## config.mk

```make
export PLATFORM = sky130hd
export DESIGN_NAME = rtcc_core
export DESIGN_NICKNAME = d
export VERILOG_FILES = /design/src/hdl/rtcc_core.v /design/src/hdl/rtcc_sync2.v /design/src/hdl/rtcc_subnode.v
export VERILOG_INCLUDE_DIRS = /design/src /design/src/hdl
export SDC_FILE = /design/constraint.sdc
export NUM_CORES = 1
export LEC_CHECK = 0
export ABC_AREA = 1
export BUFFER_PORTS_ARGS = -buffer_cell sky130_fd_sc_hd__clkbuf_2
export CAP_MARGIN = 0
export CORE_MARGIN = 2
export CORE_UTILIZATION = 56
export DETAILED_ROUTE_END_ITERATION = 10
export MAX_ROUTING_LAYER = met4
export PLACE_DENSITY_LB_ADDON = 0.08
export SYNTH_ARGS = -nofsm -noshare
export SYNTH_HDL_FRONTEND = slang
export SYNTH_SLANG_ARGS = --single-unit
```

## constraint.sdc

```tcl
create_clock -name clk_sys_i -period 2.1 [get_ports clk_sys_i]
set_input_delay 0.105 -clock clk_sys_i [delete_from_list [all_inputs] [get_ports clk_sys_i]]
set_output_delay 0.105 -clock clk_sys_i [all_outputs]
set_load 0.03 [all_outputs]
```

## src/hdl/rtcc_map.vh

```
// Register offsets, field positions, reset values and timing counts for the RTC control block.
`ifndef RTCC_MAP_VH
`define RTCC_MAP_VH
// ****************************************************************
// Register offsets (16-bit peripheral register space)
// ****************************************************************
`define RTCC_ADDR_CLK_GATE   16'hF0C8
`define RTCC_ADDR_RELL       16'hF0CC
`define RTCC_ADDR_RELH       16'hF0CE
`define RTCC_ADDR_PT_REL     16'hF0D0
`define RTCC_ADDR_PT         16'hF0D2
`define RTCC_ADDR_CNT_LO     16'hF0D4
`define RTCC_ADDR_CNT_HI     16'hF0D6
`define RTCC_ADDR_SUBNODE    16'hF1C8
`define RTCC_ADDR_RUN_CTRL   16'hF1CC
// ****************************************************************
// Field positions
// ****************************************************************
`define RTCC_CG_LOCAL_DIS    0
`define RTCC_CG_DIS_STATUS   1
`define RTCC_CG_SUSPEND      2
`define RTCC_CG_IGN_CENTRAL  3
`define RTCC_RC_RUN          0
`define RTCC_RC_PRESCALE     1
`define RTCC_RC_STEP_DOWN    2
`define RTCC_RC_STEP_UP      3
`define RTCC_RC_ACCESS_OK    15
// ****************************************************************
// Reset values
// ****************************************************************
`define RTCC_RST_CLK_GATE    16'h0000
`define RTCC_RST_RUN_CTRL    16'h0003
`define RTCC_RST_PT          16'h0000
`define RTCC_RST_SUBNODE     16'h0000
`define RTCC_RST_WORD        16'h0000
// ****************************************************************
// Timing counts
// ****************************************************************
`define RTCC_PRESCALE_DIV    8
`endif

```

## src/hdl/rtcc_core.v

```verilog
// RTC control core: bus registers, disable gating, prescaler, timer chain and interrupts.
//
// Summary of operation
// - Prescaler mode switches and disable restart the divider, losing prescale accuracy.
// - Each source has own enable and request.
// - Software clears flags; set flag blocks new detection.
// - Disabled while central or local request active.
// - Disable sets status and gates kernel clock.
// - Clock gate register stays on bus clock.
// - Disabled: only clock gate register writable.
// - Ignore bit masks the central disable request.
// - Run bit zero stops, one counts.
// - Prescaler select inserts divider before timer.
// - Step down bit decrements timer, self clears.
// - Step up bit increments timer, self clears.
// - Access flag shows synchronous access possible.
// - Clock gate register always accessible.
// - Reset sets run and prescaler: 0003.
// - Prescale timer clocks 32-bit count and tick.
// - Sub node bit layout: pairs in bits 0-9.
// - Hardware set wins over software write.
// - Timer overflow raises request and reloads.
// - Prescaler divides reference by fixed factor.
`timescale 1ns/1ps
`include "rtcc_map.vh"
module rtcc_core #(
    parameter PRE_DIV = `RTCC_PRESCALE_DIV  // Fixed input prescaler factor.
) (
    // Clock and reset.
    input  wire        clk_sys_i,
    input  wire        rst_n_i,
    // Peripheral register port.
    input  wire [15:0] addr_i,
    input  wire        wr_i,
    input  wire        rd_i,
    input  wire [15:0] wdata_i,
    output reg  [15:0] rdata_o,
    // Reference clock input, sampled as a level.
    input  wire        ref_clk_i,
    // Central disable request from the system control register.
    input  wire        central_disable_request_i,
    // Alarm source pulses from the sub-timer logic, one per source.
    input  wire [3:0]  alarm_pulse_i,
    // Status and interrupt outputs.
    output wire        kernel_clk_en_o,
    output wire        disabled_status_o,
    output wire        overflow_tick_irq_o,
    output wire        rtc_irq_o
);
    // ****************************************************************
    // Declarations
    // ****************************************************************
    localparam PW = 4;                         // Width of the prescale counter.
    reg  [15:0]   clk_gate_reg;                // Clock gate control bits.
    reg  [15:0]   run_ctrl_reg;                // Run, prescale and step bits.
    reg  [15:0]   rell_reg;                    // Count reload low word.
    reg  [15:0]   relh_reg;                    // Count reload high word.
    reg  [15:0]   pt_rel_reg;                  // Prescale timer reload.
    reg  [15:0]   pt_reg;                      // Prescale timer.
    reg  [15:0]   cnt_lo_reg;                  // Count low word.
    reg  [15:0]   cnt_hi_reg;                  // Count high word.
    reg  [PW-1:0] pre_cnt_reg;                 // Input prescaler counter.
    reg           ref_prev_reg;                // Previous synchronised reference.
    reg           tick_reg;                    // Overflow tick pulse.
    wire          ref_sync;                    // Synchronised reference clock.
    wire          central_sync;                // Synchronised central request.
    wire          ref_rise;                    // Reference rising edge.
    wire          pre_wrap;                    // Prescaler terminal count.
    wire          step_in;                     // Counting step into the timer.
    wire          disabled;                    // Module disabled.
    wire          wr_ok;                       // Kernel register write allowed.
    wire [15:0]   sn_rdata;                    // Sub node register image.
    wire          sn_wr;                       // Sub node write strobe.

    // Compare a bus address against a register offset.
    function hit;
        input [15:0] a;
        input [15:0] b;
        begin
            hit = (a == b);
        end
    endfunction

    // ****************************************************************
    // Input synchronisers
    // ****************************************************************
    rtcc_sync2 u_ref_sync (
        .clk_sys_i (clk_sys_i),
        .rst_n_i   (rst_n_i),
        .async_i   (ref_clk_i),
        .sync_o    (ref_sync)
    );
    rtcc_sync2 u_central_sync (
        .clk_sys_i (clk_sys_i),
        .rst_n_i   (rst_n_i),
        .async_i   (central_disable_request_i),
        .sync_o    (central_sync)
    );

    // ****************************************************************
    // Disable logic
    // ****************************************************************
    // Local request ORed with the central one unless it is masked.
    assign disabled = clk_gate_reg[`RTCC_CG_LOCAL_DIS] |
        (central_sync & ~clk_gate_reg[`RTCC_CG_IGN_CENTRAL]);
    assign disabled_status_o = disabled;
    assign kernel_clk_en_o   = ~disabled;
    assign wr_ok             = wr_i & ~disabled;

    // Clock gate register lives on the bus clock and is always writable.
    always @(posedge clk_sys_i or negedge rst_n_i) begin
        if (!rst_n_i) begin
            clk_gate_reg <= `RTCC_RST_CLK_GATE;
        end else if (wr_i && hit(addr_i, `RTCC_ADDR_CLK_GATE)) begin
            clk_gate_reg <= {12'h000, wdata_i[3:2], 1'b0, wdata_i[0]};
        end
    end

    // ****************************************************************
    // Prescaler and timer chain
    // ****************************************************************
    assign ref_rise = ref_sync & ~ref_prev_reg;
    assign pre_wrap = (pre_cnt_reg == PRE_DIV[PW-1:0] - 4'h1);
    // Without prescaler every edge steps; with it, one edge in PRE_DIV.
    assign step_in  = ref_rise & run_ctrl_reg[`RTCC_RC_RUN] & ~disabled &
        (~run_ctrl_reg[`RTCC_RC_PRESCALE] | pre_wrap);

    // Edge detect and prescale counter; restarting the divider on a mode
    // switch costs less than one timer step with prescaler (PRE_DIV-1 edges).
    always @(posedge clk_sys_i or negedge rst_n_i) begin
        if (!rst_n_i) begin
            ref_prev_reg <= 1'b0;
            pre_cnt_reg  <= {PW{1'b0}};
        end else begin
            ref_prev_reg <= ref_sync;
            if (!run_ctrl_reg[`RTCC_RC_PRESCALE] || disabled) begin
                pre_cnt_reg <= {PW{1'b0}};
            end else if (ref_rise && run_ctrl_reg[`RTCC_RC_RUN]) begin
                pre_cnt_reg <= pre_wrap ? {PW{1'b0}} : pre_cnt_reg + 4'h1;
            end
        end
    end

    // Prescale timer, count words and run control.
    always @(posedge clk_sys_i or negedge rst_n_i) begin
        if (!rst_n_i) begin
            run_ctrl_reg <= `RTCC_RST_RUN_CTRL;
            pt_reg       <= `RTCC_RST_PT;
            pt_rel_reg   <= `RTCC_RST_WORD;
            rell_reg     <= `RTCC_RST_WORD;
            relh_reg     <= `RTCC_RST_WORD;
            cnt_lo_reg   <= `RTCC_RST_WORD;
            cnt_hi_reg   <= `RTCC_RST_WORD;
            tick_reg     <= 1'b0;
        end else begin
            tick_reg <= 1'b0;
            // Timer and count stepping.
            if (run_ctrl_reg[`RTCC_RC_STEP_DOWN] && !disabled) begin
                pt_reg <= pt_reg - 16'h0001;
                run_ctrl_reg[`RTCC_RC_STEP_DOWN] <= 1'b0;
            end else if (run_ctrl_reg[`RTCC_RC_STEP_UP] && !disabled) begin
                pt_reg <= pt_reg + 16'h0001;
                run_ctrl_reg[`RTCC_RC_STEP_UP] <= 1'b0;
            end else if (step_in) begin
                if (pt_reg == 16'hFFFF) begin
                    pt_reg   <= pt_rel_reg;
                    tick_reg <= 1'b1;
                    if (cnt_lo_reg == 16'hFFFF) begin
                        cnt_lo_reg <= rell_reg;
                        cnt_hi_reg <= (cnt_hi_reg == 16'hFFFF) ? relh_reg :
                            cnt_hi_reg + 16'h0001;
                    end else begin
                        cnt_lo_reg <= cnt_lo_reg + 16'h0001;
                    end
                end else begin
                    pt_reg <= pt_reg + 16'h0001;
                end
            end
            // Register writes, blocked while disabled; a write wins.
            if (wr_ok) begin
                if (hit(addr_i, `RTCC_ADDR_RUN_CTRL)) begin
                    run_ctrl_reg <= {12'h000, wdata_i[3:0]};
                end else if (hit(addr_i, `RTCC_ADDR_PT)) begin
                    pt_reg <= wdata_i;
                end else if (hit(addr_i, `RTCC_ADDR_PT_REL)) begin
                    pt_rel_reg <= wdata_i;
                end else if (hit(addr_i, `RTCC_ADDR_RELL)) begin
                    rell_reg <= wdata_i;
                end else if (hit(addr_i, `RTCC_ADDR_RELH)) begin
                    relh_reg <= wdata_i;
                end else if (hit(addr_i, `RTCC_ADDR_CNT_LO)) begin
                    cnt_lo_reg <= wdata_i;
                end else if (hit(addr_i, `RTCC_ADDR_CNT_HI)) begin
                    cnt_hi_reg <= wdata_i;
                end
            end
        end
    end
    assign overflow_tick_irq_o = tick_reg;

    // ****************************************************************
    // Interrupt sub node
    // ****************************************************************
    // A request flag held set is not re-detected; software clears it.
    assign sn_wr = wr_ok && hit(addr_i, `RTCC_ADDR_SUBNODE);
    rtcc_subnode #(
        .NSRC (5)
    ) u_subnode (
        .clk_sys_i   (clk_sys_i),
        .rst_n_i     (rst_n_i),
        .wr_i        (sn_wr),
        .wdata_i     (wdata_i),
        .src_pulse_i ({alarm_pulse_i, tick_reg}),
        .rdata_o     (sn_rdata),
        .irq_o       (rtc_irq_o)
    );

    // ****************************************************************
    // Read mux
    // ****************************************************************
    // Registered read data; unmapped offsets read as zero.
    always @(posedge clk_sys_i or negedge rst_n_i) begin
        if (!rst_n_i) begin
            rdata_o <= 16'h0000;
        end else if (rd_i) begin
            if (hit(addr_i, `RTCC_ADDR_CLK_GATE)) begin
                rdata_o <= {12'h000, clk_gate_reg[3:2], disabled, clk_gate_reg[0]};
            end else if (hit(addr_i, `RTCC_ADDR_RUN_CTRL)) begin
                rdata_o <= {~disabled, 11'h000, run_ctrl_reg[3:0]};
            end else if (hit(addr_i, `RTCC_ADDR_PT)) begin
                rdata_o <= pt_reg;
            end else if (hit(addr_i, `RTCC_ADDR_PT_REL)) begin
                rdata_o <= pt_rel_reg;
            end else if (hit(addr_i, `RTCC_ADDR_RELL)) begin
                rdata_o <= rell_reg;
            end else if (hit(addr_i, `RTCC_ADDR_RELH)) begin
                rdata_o <= relh_reg;
            end else if (hit(addr_i, `RTCC_ADDR_CNT_LO)) begin
                rdata_o <= cnt_lo_reg;
            end else if (hit(addr_i, `RTCC_ADDR_CNT_HI)) begin
                rdata_o <= cnt_hi_reg;
            end else if (hit(addr_i, `RTCC_ADDR_SUBNODE)) begin
                rdata_o <= sn_rdata;
            end else begin
                rdata_o <= 16'h0000;
            end
        end
    end
endmodule // rtcc_core

```

## src/hdl/rtcc_sync2.v

```verilog
// Two-flip-flop synchroniser for single-bit levels entering the bus clock domain.
`timescale 1ns/1ps
module rtcc_sync2 (
    // Clock and reset.
    input  wire clk_sys_i,
    input  wire rst_n_i,
    // Asynchronous level in, synchronised level out.
    input  wire async_i,
    output wire sync_o
);
    reg stage1_reg;  // First stage, read only by the second stage.
    reg stage2_reg;  // Second stage, safe for logic.

    // Shift the level through two flip-flops.
    always @(posedge clk_sys_i or negedge rst_n_i) begin
        if (!rst_n_i) begin
            stage1_reg <= 1'b0;
            stage2_reg <= 1'b0;
        end else begin
            stage1_reg <= async_i;
            stage2_reg <= stage1_reg;
        end
    end

    assign sync_o = stage2_reg;
endmodule // rtcc_sync2

```

## src/hdl/rtcc_subnode.v

```verilog
// Interrupt sub node: enable/request pairs merged onto one shared interrupt line.
`timescale 1ns/1ps
module rtcc_subnode #(
    parameter NSRC = 5  // Overflow source plus four alarm sources.
) (
    // Clock and reset.
    input  wire              clk_sys_i,
    input  wire              rst_n_i,
    // Software write access.
    input  wire              wr_i,
    input  wire [15:0]       wdata_i,
    // Hardware request pulses, bit 0 is the timer overflow.
    input  wire [NSRC-1:0]   src_pulse_i,
    // Register image and shared interrupt.
    output wire [15:0]       rdata_o,
    output reg               irq_o
);
    reg  [NSRC-1:0] ena_reg;  // Per-source enable bits.
    reg  [NSRC-1:0] req_reg;  // Per-source request flags.
    reg  [15:0]     img;      // Interleaved register image.
    integer         k;        // Loop index for the image builder.
    integer         j;        // Loop index for the flag update.

    // Build the interleaved image: enable at even, request at odd bits.
    always @* begin
        img = 16'h0000;
        for (k = 0; k < NSRC; k = k + 1) begin
            img[2*k]   = ena_reg[k];
            img[2*k+1] = req_reg[k];
        end
    end
    assign rdata_o = img;

    // Update enables and flags; a hardware set always beats a software clear.
    always @(posedge clk_sys_i or negedge rst_n_i) begin
        if (!rst_n_i) begin
            ena_reg <= {NSRC{1'b0}};
            req_reg <= {NSRC{1'b0}};
            irq_o   <= 1'b0;
        end else begin
            for (j = 0; j < NSRC; j = j + 1) begin
                if (wr_i) begin
                    ena_reg[j] <= wdata_i[2*j];
                end
                if (src_pulse_i[j]) begin
                    req_reg[j] <= 1'b1;
                end else if (wr_i) begin
                    req_reg[j] <= wdata_i[2*j+1];
                end
            end
            irq_o <= |(ena_reg & req_reg);
        end
    end
endmodule // rtcc_subnode

```

* Word level (Yosys, flattened, before mapping)
Index checks and enable logic that the tools add are counted.
Widths: inputs -> output; s select.
** Cells by class
- $add $sub $neg :: 5
- Equality and inequality tests :: 13
- Multiplexer cells :: 64
- Bitwise operators :: 17
- Reduce and logical (&&, ||, !) cells :: 19
** Operators by type and width (number)
- $mux 16 :: 41
- $eq 16x16->1 const B :: 12
- $add 16x1->16 const B :: 3
- $mux 4 :: 5
- $mux 1 :: 17
- $sub 16x1->16 const B :: 1
- $reduce_bool 2->1 :: 6
- $mux 10 :: 1
- $not 1->1 :: 8
- $and 1x1->1 :: 6
- $reduce_and 6->1 :: 1
- $and 5x5->5 :: 1
- $logic_and 1x1->1 :: 5
- $reduce_and 5->1 :: 1
- $reduce_or 5->1 :: 1
- $add 4x1->4 const B :: 1
- $eq 4x3->1 const B :: 1
- $reduce_and 4->1 :: 1
- $logic_not 1->1 :: 2
- $or 1x1->1 :: 2
- $reduce_and 2->1 :: 1
- $logic_or 1x1->1 :: 1
** Storage, ports and cells
- Flip-flop bits (word level) :: 140
- Input port bits :: 42
- Output and inout bits :: 20

* Logic depth before layout (Yosys ltp)
Gate-level depths: netlist of the first run.
- Word-level depth :: 17
- Depth in mapped cells :: 14
- Depth with buffers taken out :: 14

* Cells and area by module
A second synthesis of the first run with hierarchy kept.
** Second synthesis, totals
- Cells, all modules :: 1461
- Area total of the unflattened synthesis :: 9773.1 um^2
** By module, submodules not included
- rtcc_core :: instances 1, cells each 1396, area each 9127.5 um^2, seq. area each 3130.5 um^2
- rtcc_subnode :: instances 1, cells each 61, area each 545.5 um^2, seq. area each 275.3 um^2
- rtcc_sync2 :: instances 2, cells each 2, area each 50.0 um^2, seq. area each 50.0 um^2

* Worst setup path before layout of the first run
No wires, ideal clock.
- Kind :: register to register
- Start point :: reg pt_reg[0]
- End point :: reg cnt_hi_reg[5]
- Data arrival time :: 1949 ps
- Data required time :: 1987 ps
- Setup slack :: 38 ps
- Cell stages (with the launch flop) :: 14
- Buffers on the path :: 1
- Period minus slack after synthesis :: 2062 ps
- Cell sequence :: dfrtp_1 > ha_1 > nand3_2 > nor3_4 > nand3_4 > nor2_8 > nand3_4 > nor2_8 > inv_4 > buf_6 > nand2_1 > nand3_1 > nand2_1 > inv_1
** Between the ends
- Cells in the longest elaborated chain, start to end :: 13
** Ends and longest elaborated chain
- from (decl) :: line rtcc_core.v:59 : reg [15:0] pt_reg;
- from (signal assigned) :: line rtcc_core.v:148 : pt_reg <= `RTCC_RST_PT;
- from (signal assigned) :: line rtcc_core.v:159 : pt_reg <= pt_reg - 16'h0001;
- from (signal assigned) :: line rtcc_core.v:162 : pt_reg <= pt_reg + 16'h0001;
- $eq 16x16->1 * :: line rtcc_core.v:165 : if (pt_reg == 16'hFFFF) begin
- $mux 16 * :: line rtcc_core.v:165
- $mux 16 * :: line rtcc_core.v:164 : end else if (step_in) begin
- $mux 16 * :: line rtcc_core.v:161 : end else if (run_ctrl_reg[`RTCC_RC_STEP_UP] && !disabled) begin
- $mux 16 * :: line rtcc_core.v:158 : if (run_ctrl_reg[`RTCC_RC_STEP_DOWN] && !disabled) begin
- $mux 16 :: line rtcc_core.v:193 : end else if (hit(addr_i, `RTCC_ADDR_CNT_HI)) begin
- $mux 16 :: line rtcc_core.v:191 : end else if (hit(addr_i, `RTCC_ADDR_CNT_LO)) begin
- $mux 16 :: line rtcc_core.v:189 : end else if (hit(addr_i, `RTCC_ADDR_RELH)) begin
- $mux 16 :: line rtcc_core.v:187 : end else if (hit(addr_i, `RTCC_ADDR_RELL)) begin
- $mux 16 :: line rtcc_core.v:185 : end else if (hit(addr_i, `RTCC_ADDR_PT_REL)) begin
- $mux 16 :: line rtcc_core.v:183 : end else if (hit(addr_i, `RTCC_ADDR_PT)) begin
- $mux 16 :: line rtcc_core.v:181 : if (hit(addr_i, `RTCC_ADDR_RUN_CTRL)) begin
- $mux 16 * :: line rtcc_core.v:180 : if (wr_ok) begin
- to (signal assigned) :: line rtcc_core.v:153 : cnt_hi_reg <= `RTCC_RST_WORD;
- to (signal assigned) :: line rtcc_core.v:170 : cnt_hi_reg <= (cnt_hi_reg == 16'hFFFF) ? relh_reg :
- to (signal assigned) :: line rtcc_core.v:194 : cnt_hi_reg <= wdata_i;
- to (decl) :: line rtcc_core.v:61 : reg [15:0] cnt_hi_reg;
Mark *: on every way between the ends. The rest lies on a longest branch, timed or not.
A chain may end at the register's enable or synchronous reset.

* Worst setup path in the final report of the first run
- Start point :: reg pt_reg[0]
- End point :: reg pt_reg[5]
** Between the ends
- Cells in the longest elaborated chain, start to end :: 8
- Elaborated cells on any way between the ends :: 10
** Ends and longest elaborated chain (line)
- $add 16x1->16 / $eq 16x16->1 (equally long branches) :: rtcc_core.v:162, rtcc_core.v:176, rtcc_core.v:165
- $mux 16 :: rtcc_core.v:165
- $mux 16 :: rtcc_core.v:164
- $mux 16 :: rtcc_core.v:161
- $mux 16 * :: rtcc_core.v:158
- $mux 16 :: rtcc_core.v:183
- $mux 16 :: rtcc_core.v:181
- $mux 16 * :: rtcc_core.v:180
Marks and branches as above.

==> results.sh, run 1 <==
export IMPL_post_route_drc_count=0
export IMPL_placed_wire_length_estimate_after_detailed_placement_mm=24.2
export IMPL_fin_nets=1618
export IMPL_io_pins=62
export IMPL_lkg_pwr_uw=0.00600
export IMPL_drt_first_pass_iters=5
export IMPL_areaGrowthSynthToFinish_pct=24.0
export IMPL_worst_endpoint_data_arrival_time_ns=2.32
export IMPL_totalNegativeSetupSlack_ns=0
export IMPL_reg2reg_from="pt_reg[0]$_DFF_PN0_"
export IMPL_holdPathStages=3
export IMPL_tritoncts="done"
export IMPL_final_setup_skew_ns=0.00918
export IMPL_rr_worst_depth=10
export IMPL_clkLatencyLatePin_ns=0.43
export IMPL_final_hold_violation_count=0
export IMPL_p_switching_uw=1430
export IMPL_floorplan_die_height_um=133
export IMPL_postSynthCellCount=1408
export IMPL_path_max_fanout=6
export IMPL_maxCapViolations=0
export IMPL_fmax_mhz=498
export IMPL_power_share_clock_pct=52.9
export IMPL_num_antenna_cells=0
export IMPL_synthesis_area_per_instance_um2=6.63
export IMPL_path_class="flip-flop to flip-flop"
export IMPL_cts_num_sinks=140
export IMPL_synth_cell_type_count=48
export IMPL_number_of_enable_type_register_cells_in_the_synthesized_netlist=0
export IMPL_layout_worst_path_cycle_share_pct=95.6
export IMPL_cts_htree_levels=4
export IMPL_synth_area_um2=9330
export IMPL_viasPerCell=5.66
export IMPL_ys_flop_type="sky130_fd_sc_hd__dfrtp_1"
export IMPL_post_drt_wl_per_cell_um=18.0
export IMPL_gp_routability_congestion=0.990
export IMPL_hold_class="input port to flip-flop"
export IMPL_drt_initial_drc_count=1015
export IMPL_run_status="finished clean"
export IMPL_antenna_left=0
export IMPL_rows=47
export IMPL_vias=10200
export IMPL_fillers=1412
export IMPL_clkSlewWorstSetupHoldPaths_ns=0.06
export IMPL_fin_cells=1804
export IMPL_postSynthNetCount=1455
export IMPL_cts_made_buffers=17
export IMPL_fin_total_pwr_uw=6380
export IMPL_fp_dieW_um=133
export IMPL_setup_viol_count_final=0
export IMPL_power_share_sequential_pct=42.5
export IMPL_layout_cells_most_common_list="sky130_fd_sc_hd__nand2_1 (439), sky130_fd_sc_hd__inv_1 (157), sky130_fd_sc_hd__dfrtp_1 (137)"
export IMPL_layout_commonest_cell="sky130_fd_sc_hd__nand2_1"
export IMPL_clock_root_buffer="sky130_fd_sc_hd__clkbuf_16"
export IMPL_drt_wl_total_mm=32.5
export IMPL_synth_area_leader_cell="sky130_fd_sc_hd__dfrtp_1"
export IMPL_synth_async_sr_flop_share_pct=100
export IMPL_internal_power_uw=4950
export IMPL_grt_start_max_net_pins=46
export IMPL_comb_power_share_pct=4.6
export IMPL_cp_end_kind="flip-flop"
export IMPL_drive_gt1_share_pct=16.2
export IMPL_worst_hold_startpoint="wdata_i[13]"
export IMPL_timing_max_transition_violations_final=0
export IMPL_fp_coreArea_um2=16500
export IMPL_starting_utilization_of_the_core_area_pct=56.7
export IMPL_portBuffers=61
export IMPL_synth_yosys_warnings=0
export IMPL_grt_pass1_vias=9366
export IMPL_grt_first_pass_wirelength_mm=50.4
export IMPL_floorplan_die_area_um2=17700
export IMPL_sw_frac_of_total_pct=22.4
export IMPL_cts_root_to_sink_buffers=2
export IMPL_cp_startpoint="pt_reg[0]$_DFF_PN0_"
export IMPL_period_needed_ns=2.01
export IMPL_gr_usage_all_layers_pct=38.0
export IMPL_timing_worst_slew_pin_value_ns=0.498
export IMPL_critical_path_startpoint_type="flip-flop"
export IMPL_dp_cells=1744
export IMPL_synth_seq_cells=140
export IMPL_post_synth_top_area_fraction_pct=37.0
export IMPL_rsz0062_at_grt="yes"
export IMPL_worst_ir_drop_vdd_mv=0.643
export IMPL_post_synth_main_area_contributors="sky130_fd_sc_hd__dfrtp_1 (37%), sky130_fd_sc_hd__nand2_1 (18%), sky130_fd_sc_hd__o21ai_0 (7.1%), sky130_fd_sc_hd__inv_1 (6.4%), sky130_fd_sc_hd__nand3_1 (6.0%)"
export IMPL_pwr_density_cell_nw_per_um2=551
export IMPL_antenna_found_initial=0
export IMPL_sequential_cell_area_fraction_in_the_yosys_report_pct=37.6
export IMPL_maxSlewHeadroom_pct=66.7
export IMPL_global_route_overflow_total=0
export IMPL_critical_path_required_ns=2.42
==> through the flow <==
| stage | worst slack (ns) | utilization (%) | cell area [um2] | hold WS [ns] |
|---|---|---|---|---|
| 3_3_place_gp | 0.0986 | 64.1 | 10600 | 0.0647 |
| 5_1_grt | -0.0153 | 70.3 | 11600 | 0.0458 |
| 2_1_floorplan | 0.0376 | - | 9330 | -0.191 |
| 4_1_cts | 0.0455 | 69.3 | 11400 | 0.0153 |
| 6_report | 0.0927 | 70.3 | 11600 | 0.0317 |
| 3_5_place_dp | 0.0186 | 64.1 | 10600 | 0.0679 |
==> cell usage after synthesis (3+ instances only) <==
library cell and number:
sky130_fd_sc_hd__clkinv_1 5, sky130_fd_sc_hd__o21ai_0 133, sky130_fd_sc_hd__or2_2 8, sky130_fd_sc_hd__xnor2_1 5, sky130_fd_sc_hd__o21a_1 3, sky130_fd_sc_hd__nand2_1 441
sky130_fd_sc_hd__a21oi_1 73, sky130_fd_sc_hd__nor2_1 132, sky130_fd_sc_hd__clkbuf_1 33, sky130_fd_sc_hd__o21ai_1 6, sky130_fd_sc_hd__buf_2 10, sky130_fd_sc_hd__nor3_1 22
sky130_fd_sc_hd__nand4_1 31, sky130_fd_sc_hd__nand3_1 111, sky130_fd_sc_hd__o211ai_1 16, sky130_fd_sc_hd__ha_1 5, sky130_fd_sc_hd__nand3b_1 4, sky130_fd_sc_hd__xor2_1 26
sky130_fd_sc_hd__o22ai_1 3, sky130_fd_sc_hd__dfrtp_1 138, sky130_fd_sc_hd__buf_6 3, sky130_fd_sc_hd__inv_1 159, sky130_fd_sc_hd__or2_1 4
==> layout make-up <==
type,count,area (um2),area share (%)
clock inverter,9,158,1.36
inverter,167,644,5.57
timing repair inverter,2,12.5,0.108
sequential,140,3510,30.3
tap,220,275,2.38
clock buffer,23,498,4.30
timing repair buffer,192,1440,12.4
multi-input combinational,1051,5040,43.5
==> final timing paths <==
kind	endpoint	slack, ns
max	pt_reg[5]$_DFF_PN0_	0.09
min in group asynchronous	cnt_hi_reg[1]$_DFF_PN0_	0.17
min reg2reg	u_central_sync.sync_o$_DFF_PN0_	0.37
max reg2reg	pt_reg[5]$_DFF_PN0_	0.09
min	cnt_hi_reg[13]$_DFF_PN0_	0.03
max in group asynchronous	pt_rel_reg[7]$_DFFE_PN0P_	1.23
==> power groups by stage <==
stage,registers (uW),clock network (uW),logic [uW]
final,2710,3380,294
after global routing,2710,3490,319
after CTS,2710,3380,282
after detailed placement,2760,0,251
after global placement,2760,0,251
after floorplan,2760,0,74.0
==> timing repair <==
| item | CTS | global route |
|---|---|---|
| gates resized for setup | 1 | 33 |
| endpoints found under the setup margin | 5 | 43 |
| setup buffers | 0 | 6 |
| endpoints found under the hold margin | 66 | 0 |
| pin swaps | 0 | 4 |
| hold buffers | 20 | 0 |
| cloned | 0 | 2 |
==> worst max-delay path, cell delays in order, from the launching register on <==
cell                      delay, ns
sky130_fd_sc_hd__dfrtp_1       0.41
sky130_fd_sc_hd__ha_2          0.24
sky130_fd_sc_hd__nand3_4       0.09
sky130_fd_sc_hd__nor3_4        0.18
sky130_fd_sc_hd__buf_4         0.18
sky130_fd_sc_hd__nand4_1       0.13
sky130_fd_sc_hd__buf_4         0.20
sky130_fd_sc_hd__o21ai_0       0.15
sky130_fd_sc_hd__o21ai_0       0.10
sky130_fd_sc_hd__a21oi_1       0.16
sky130_fd_sc_hd__nor2_1        0.05
==> cell families (layout without fill, tap and decap cells) <==
family | Yosys count | count (layout) | share of synthesized area, %
AOI/OAI and AO/OA | 242 | 242 | 13.8
xor gates and xnor gates | 31 | 31 | 2.91
adders and majority gates | 5 | 5 | 0.670
buffers and inverters | 217 | 393 | 9.22
DFF | 140 | 140 | 37.6
and+or+nand+nor | 773 | 773 | 35.8
==> metal layers <==
layer | routed length [um] | track usage (%) | up-vias
met5 | 0 | - | -
li1 | - | - | 4875
met4 | 827 | 12.3 | 0
met1 | 14400 | 53.1 | 4767
met2 | 14400 | 56.6 | 516
met3 | 2800 | 6.58 | 61
No activity file was read; power rests on OpenSTA's default activity.
==> run 2: changes to the inputs <==
--- a/config.mk
+++ b/config.mk
@@ -7,11 +7,11 @@
 export NUM_CORES = 1
 export LEC_CHECK = 0
 export ABC_AREA = 1
-export BUFFER_PORTS_ARGS = -buffer_cell sky130_fd_sc_hd__clkbuf_2
 export CAP_MARGIN = 0
 export CORE_MARGIN = 2
-export CORE_UTILIZATION = 56
+export CORE_UTILIZATION = 59
 export DETAILED_ROUTE_END_ITERATION = 10
+export DONT_BUFFER_PORTS = 1
 export MAX_ROUTING_LAYER = met4
 export PLACE_DENSITY_LB_ADDON = 0.08
 export SYNTH_ARGS = -nofsm -noshare
==> results.sh, run 2 (same netlist as run 1, synthesis figures left out) <==
export IMPL_floorplan_die_height_um=130
export IMPL_clkSlewWorstSetupHoldPaths_ns=0.07
export IMPL_cts_num_sinks=140
export IMPL_path_class="flip-flop to flip-flop"
export IMPL_cts_made_buffers=17
export IMPL_rr_worst_depth=13
export IMPL_areaGrowthSynthToFinish_pct=22.4
export IMPL_vias=10400
export IMPL_fin_nets=1556
export IMPL_rsz0062_at_grt="yes"
export IMPL_worst_endpoint_data_arrival_time_ns=2.59
export IMPL_drt_initial_drc_count=1410
export IMPL_portBuffers=0
export IMPL_hold_class="input port to async pin"
export IMPL_reg2reg_to="cnt_hi_reg[6]$_DFF_PN0_"
export IMPL_critical_path_required_ns=2.48
export IMPL_violations="hold timing, setup timing"
export IMPL_worst_ir_drop_vdd_mv=0.602
export IMPL_placed_wire_length_estimate_after_detailed_placement_mm=23.9
export IMPL_dp_cells=1664
export IMPL_antenna_left=0
export IMPL_maxSlewHeadroom_pct=64.2
export IMPL_post_drt_wl_per_cell_um=19.6
export IMPL_totalNegativeSetupSlack_ns=-0.551
export IMPL_dr_max_layer_used="met4"
export IMPL_wl_met3_mm=4.15
export IMPL_fin_cells=1734
export IMPL_drt_wl_total_mm=33.9
export IMPL_timing_max_transition_violations_final=0
export IMPL_fin_total_pwr_uw=5870
export IMPL_tritoncts="done"
export IMPL_path_max_fanout=7
export IMPL_cp_startpoint="cnt_lo_reg[0]$_DFF_PN0_"
export IMPL_rows=45
export IMPL_timing_hold_ws_ns=-0.646
export IMPL_cts_htree_levels=4
export IMPL_final_hold_violation_count=140
export IMPL_timing_worst_slew_pin_value_ns=0.536
export IMPL_grt_pass1_vias=9110
export IMPL_clock_root_buffer="sky130_fd_sc_hd__clkbuf_16"
export IMPL_design_area_um2=11400
export IMPL_io_pins=62
export IMPL_timing_reg2reg_setup_slack_ns=-0.11
export IMPL_reg2reg_from="cnt_lo_reg[0]$_DFF_PN0_"
export IMPL_critical_path_startpoint_type="flip-flop"
export IMPL_fp_coreArea_um2=15300
export IMPL_postCtsHoldBufs=23
export IMPL_drt_first_pass_iters=5
export IMPL_layout_worst_path_cycle_share_pct=105
export IMPL_floorplan_die_area_um2=16800
export IMPL_antenna_found_initial=0
export IMPL_grt_start_max_net_pins=141
export IMPL_setup_viol_count_final=13
export IMPL_fillers=1263
export IMPL_layout_setup_ws_ns=-0.107
export IMPL_maxCapViolations=0
export IMPL_layout_cells_most_common_list="sky130_fd_sc_hd__nand2_1 (429), sky130_fd_sc_hd__inv_1 (154), sky130_fd_sc_hd__dfrtp_1 (137)"
export IMPL_place_area_um2=10100
export IMPL_gp_routability_congestion=1.03
export IMPL_pwr_density_cell_nw_per_um2=514
export IMPL_grt_first_pass_wirelength_mm=49.9
export IMPL_layout_commonest_cell="sky130_fd_sc_hd__nand2_1"
export IMPL_gr_usage_all_layers_pct=40.8
export IMPL_lkg_pwr_uw=0.00571
export IMPL_pre_cts_slack_ns=-0.0279
export IMPL_starting_utilization_of_the_core_area_pct=60.9
export IMPL_fp_dieW_um=130
export IMPL_route_met2_wl_mm=14.2
export IMPL_final_setup_skew_ns=0.00751
export IMPL_cp_end_kind="flip-flop"
export IMPL_viasPerCell=5.98
export IMPL_period_needed_ns=2.21
export IMPL_fmax_mhz=453
export IMPL_clkLatencyLatePin_ns=0.44
export IMPL_detail_route_wirelength_met1_mm=14.0
export IMPL_drive_gt1_share_pct=14.8
export IMPL_post_route_drc_count=0
export IMPL_global_route_overflow_total=0
export IMPL_cts_root_to_sink_buffers=2
export IMPL_run_status="complete, but fails checks"
export IMPL_worstSetupEndpoint="cnt_hi_reg[6]$_DFF_PN0_"
## run 2: cell types whose count changed in the layout (fill, tap and decap cells not counted), sizes merged
cell,previous run,this run
dlygate4sd3,20,23
inv,160,168
buf,112,104
diode,0,1
clkinvlp,6,7
clkbuf,83,20
bufinv,4,0
clkinv,8,9
## run 2: report_power, final
part	leakage (uW)	internal, uW	total [uW]	switching (uW)
clock	0.000275	1570	2970	1400
sequential	0.00168	2700	2700	3.26
combinational	0.00376	57.6	190	133
total	0.00571	4330	5870	1540
## run 2: worst min-delay path by stage
stage,from,to,slack (ns),cells after the start
floorplan,rst_n_i,clk_gate_reg[0]$_DFFE_PN0P_,-0.19,0
CTS,rst_n_i,cnt_hi_reg[1]$_DFF_PN0_,-0.65,0
global placement,rst_n_i,cnt_hi_reg[2]$_DFF_PN0_,-0.19,0
global route,rst_n_i,cnt_hi_reg[0]$_DFF_PN0_,-0.66,0
detailed placement,rst_n_i,cnt_hi_reg[1]$_DFF_PN0_,-0.19,0
finish,rst_n_i,cnt_hi_reg[2]$_DFF_PN0_,-0.65,0
## run 2: through the flow
| stage | utilization (%) | hold WS [ns] |
|---|---|---|
| after floorplan | - | -0.191 |
| after global placement | 66.1 | -0.188 |
| after detailed placement | 66.1 | -0.187 |
| after CTS | 71.5 | -0.651 |
| after global routing | 74.6 | -0.661 |
| final | 74.6 | -0.646 |
## run 2: area by class of cell
class | count | area, um2 | area share, %
Timing Repair Buffer | 130 | 1180 | 10.3
Tap cell | 211 | 264 | 2.31
Clock buffer | 17 | 425 | 3.72
Antenna cell | 1 | 2.50 | 0.0219
Clock inverter | 15 | 146 | 1.28
Multi-Input combinational cell | 1051 | 5230 | 45.8
Timing Repair inverter | 2 | 16.3 | 0.142
Sequential cell | 140 | 3510 | 30.7
Inverter | 167 | 652 | 5.71
## run 2: per-layer routing
layer | vias up | track usage, %
met5 | - | -
met4 | 0 | 16.7
met3 | 129 | 10.3
met2 | 716 | 57.4
met1 | 4756 | 56.4
li1 | 4761 | -
## run 2: repair_timing
action / 4_1_cts / 5_1_grt
pin swaps: 0 / 27
setup endpoints to repair: 9 / 47
resized for setup: 3 / 82
cloned: 0 / 5
hold endpoints to repair: 217 / 140
buffers inserted: 0 / 9
## run 2: worst max-delay path: stages, from the launching register on
cell	delay (ns)
sky130_fd_sc_hd__dfrtp_1	0.41
sky130_fd_sc_hd__ha_4	0.17
sky130_fd_sc_hd__nand3_4	0.09
sky130_fd_sc_hd__nor2_4	0.12
sky130_fd_sc_hd__nand2_2	0.08
sky130_fd_sc_hd__nor3_4	0.24
sky130_fd_sc_hd__buf_12	0.15
sky130_fd_sc_hd__nand3_4	0.10
sky130_fd_sc_hd__nor2_8	0.29
sky130_fd_sc_hd__clkbuf_16	0.22
sky130_fd_sc_hd__nand3_2	0.05
sky130_fd_sc_hd__nand3_1	0.09
sky130_fd_sc_hd__nand2_1	0.08
sky130_fd_sc_hd__inv_1	0.06
==> run 3: changes to the inputs <==
--- a/config.mk
+++ b/config.mk
@@ -9,9 +9,10 @@
 export ABC_AREA = 1
 export CAP_MARGIN = 0
 export CORE_MARGIN = 2
-export CORE_UTILIZATION = 59
+export CORE_UTILIZATION = 60
 export DETAILED_ROUTE_END_ITERATION = 10
 export DONT_BUFFER_PORTS = 1
+export GPL_TIMING_DRIVEN = 0
 export MAX_ROUTING_LAYER = met4
 export PLACE_DENSITY_LB_ADDON = 0.08
 export SYNTH_ARGS = -nofsm -noshare
==> constraint.sdc (replaced) <==
create_clock -name clk_sys_i -period 2.2 [get_ports clk_sys_i]
set_input_delay 0.11 -clock clk_sys_i [delete_from_list [all_inputs] [get_ports clk_sys_i]]
set_output_delay 0.11 -clock clk_sys_i [all_outputs]
set_load 0.03 [all_outputs]
==> results.sh, run 3 (same netlist as run 1, synthesis figures left out) <==
export IMPL_run_status="complete, but fails checks"
export IMPL_violations="hold timing, setup timing"
export IMPL_final_hold_violation_count=140
export IMPL_worst_endpoint_data_arrival_time_ns=2.71
export IMPL_gp_routability_congestion=1.04
export IMPL_postCtsHoldBufs=23
export IMPL_hold_class="input port to async pin"
export IMPL_io_pins=62
export IMPL_placed_wire_length_estimate_after_detailed_placement_mm=24.5
export IMPL_rsz0062_at_grt="yes"
export IMPL_rr_worst_depth=9
export IMPL_timing_max_transition_violations_final=0
export IMPL_grt_first_pass_wirelength_mm=51.8
export IMPL_place_area_um2=9570
export IMPL_cts_root_to_sink_buffers=2
export IMPL_timing_hold_ws_ns=-0.641
export IMPL_clkLatencyLatePin_ns=0.44
export IMPL_cpMaxStageDelayCell="sky130_fd_sc_hd__a21oi_4"
export IMPL_areaGrowthSynthToFinish_pct=19.8
export IMPL_period_needed_ns=2.35
export IMPL_layout_commonest_cell="sky130_fd_sc_hd__nand2_1"
export IMPL_reg2reg_from="u_central_sync.sync_o$_DFF_PN0_"
export IMPL_worstPathCellList="a21oi_4, nand3_4, nor2_4, buf_6, nand2_8, buf_4, a21oi_1, a21oi_1, a21oi_1"
export IMPL_floorplan_die_area_um2=16600
export IMPL_layout_cells_most_common_list="sky130_fd_sc_hd__nand2_1 (436), sky130_fd_sc_hd__inv_1 (153), sky130_fd_sc_hd__dfrtp_1 (133)"
export IMPL_drive_gt1_share_pct=12.8
export IMPL_crit_path_frequent_cell="sky130_fd_sc_hd__a21oi_1"
export IMPL_timing_worst_slew_pin_value_ns=0.683
export IMPL_sum_of_buffers_and_inverters_on_the_critical_path=2
export IMPL_layout_worst_path_cycle_share_pct=107
export IMPL_grt_start_max_net_pins=141
export IMPL_floorplan_die_height_um=129
export IMPL_lkg_pwr_uw=0.00558
export IMPL_starting_utilization_of_the_core_area_pct=61.4
export IMPL_vias=10500
export IMPL_pwr_density_cell_nw_per_um2=520
export IMPL_maxCapViolations=0
export IMPL_utilization_pct=73.6
export IMPL_maxSlewHeadroom_pct=54.2
export IMPL_portBuffers=0
export IMPL_global_route_overflow_total=0
export IMPL_final_setup_skew_ns=0.0101
export IMPL_crit_family="compound AO/OA/AOI/OAI gates"
export IMPL_fp_dieW_um=129
export IMPL_post_drt_wl_per_cell_um=20.6
export IMPL_clkSlewWorstSetupHoldPaths_ns=0.07
export IMPL_worstSetupPathDepth=9
export IMPL_fmax_mhz=425
export IMPL_viasPerCell=6.21
export IMPL_design_area_um2=11200
export IMPL_totalNegativeSetupSlack_ns=-2.22
export IMPL_path_max_fanout=6
export IMPL_cts_htree_levels=4
export IMPL_rows=45
export IMPL_reg2reg_to="cnt_lo_reg[11]$_DFF_PN0_"
export IMPL_tritoncts="done"
export IMPL_fin_cells=1694
export IMPL_setup_viol_count_final=32
export IMPL_fp_coreArea_um2=15200
export IMPL_critical_path_startpoint_type="flip-flop"
export IMPL_cts_made_buffers=17
export IMPL_drt_first_pass_iters=8
export IMPL_antenna_found_initial=2
export IMPL_dp_cells=1596
export IMPL_layout_setup_ws_ns=-0.152
export IMPL_post_route_drc_count=0
export IMPL_timing_reg2reg_setup_slack_ns=-0.15
export IMPL_grt_pass1_vias=9518
export IMPL_drt_initial_drc_count=1436
export IMPL_cts_num_sinks=140
export IMPL_path_class="flip-flop to flip-flop"
export IMPL_drt_wl_total_mm=34.9
export IMPL_worst_ir_drop_vdd_mv=0.606
export IMPL_critical_path_required_ns=2.56
export IMPL_antenna_left=0
export IMPL_crit_path_max_incr_delay_ns=0.58
export IMPL_gr_usage_all_layers_pct=42.8
export IMPL_fin_nets=1538
export IMPL_clock_root_buffer="sky130_fd_sc_hd__clkbuf_16"
export IMPL_cp_end_kind="flip-flop"
run 3: cell count changes in the layout (fill, tap and decap cells not counted), sizes merged:
cell,previous run,this run
buf,104,63
clkbuf,20,43
inv,168,163
bufinv,0,3
clkinv,9,11
a21oi,74,75
clkinvlp,7,6
diode,1,2
run 3: cell type report:
cell class	instances	area, um2
diodes	2	5.00
plain buffers	46	279
clock buffers	17	425
clock inverters	15	189
fillers	1222	4020
inverters	167	663
multi-input cells	1052	5220
flip-flops and latches	140	3510
well taps	188	235
repair buffers	66	646
repair inverters	1	5.00
run 3: how the worst max path moves through the flow:
stage                                     from                       end  slack, ns
2_1_floorplan              pt_reg[0]$_DFF_PN0_   cnt_hi_reg[5]$_DFF_PN0_       0.14
3_3_place_gp       clk_gate_reg[3]$_DFFE_PN0P_  cnt_hi_reg[11]$_DFF_PN0_      -0.50
3_5_place_dp       clk_gate_reg[3]$_DFFE_PN0P_   cnt_lo_reg[2]$_DFF_PN0_      -0.52
4_1_cts        u_central_sync.sync_o$_DFF_PN0_   cnt_hi_reg[0]$_DFF_PN0_       0.01
5_1_grt        u_central_sync.sync_o$_DFF_PN0_  cnt_hi_reg[12]$_DFF_PN0_      -0.21
6_report       u_central_sync.sync_o$_DFF_PN0_  cnt_lo_reg[11]$_DFF_PN0_      -0.15
run 3: timing repair:
action,4_1_cts,5_1_grt
gates resized for setup,38,113
pin swaps,12,21
buffers inserted,27,12
endpoints found under the hold margin,212,140
endpoints found under the setup margin,50,86
cloned,1,5
run 3: per-layer routing:
| metal | up-vias | global-route usage, % | wire length [um] | share of wire [%] |
|---|---|---|---|---|
| li1 | 4732 | - | - | - |
| met1 | 4840 | 57.7 | 13600 | 39 |
| met2 | 779 | 60.7 | 14900 | 43 |
| met3 | 168 | 11.8 | 4780 | 14 |
| met4 | 0 | 18.2 | 1620 | 4.7 |
| met5 | - | - | 0 | 0 |
run 3: stage by stage:
step / setup WS [ns] / total power (uW) / hold WS (ns)
final: -0.152 / 5810 / -0.641
after global routing: -0.214 / 5910 / -0.644
after CTS: 0.0137 / 5770 / -0.638
after detailed placement: -0.516 / 2740 / -0.182
after global placement: -0.497 / 2740 / -0.183
after floorplan: 0.138 / 2700 / -0.186
run 3: where the power goes:
part / internal [uW] / leakage (uW) / switching [uW] / total, uW
Clock: 1800 / 0.000294 / 1250 / 3050
Combinational: 49.4 / 0.00361 / 131 / 181
Sequential: 2580 / 0.00167 / 3.93 / 2580
Total: 4430 / 0.00558 / 1380 / 5810
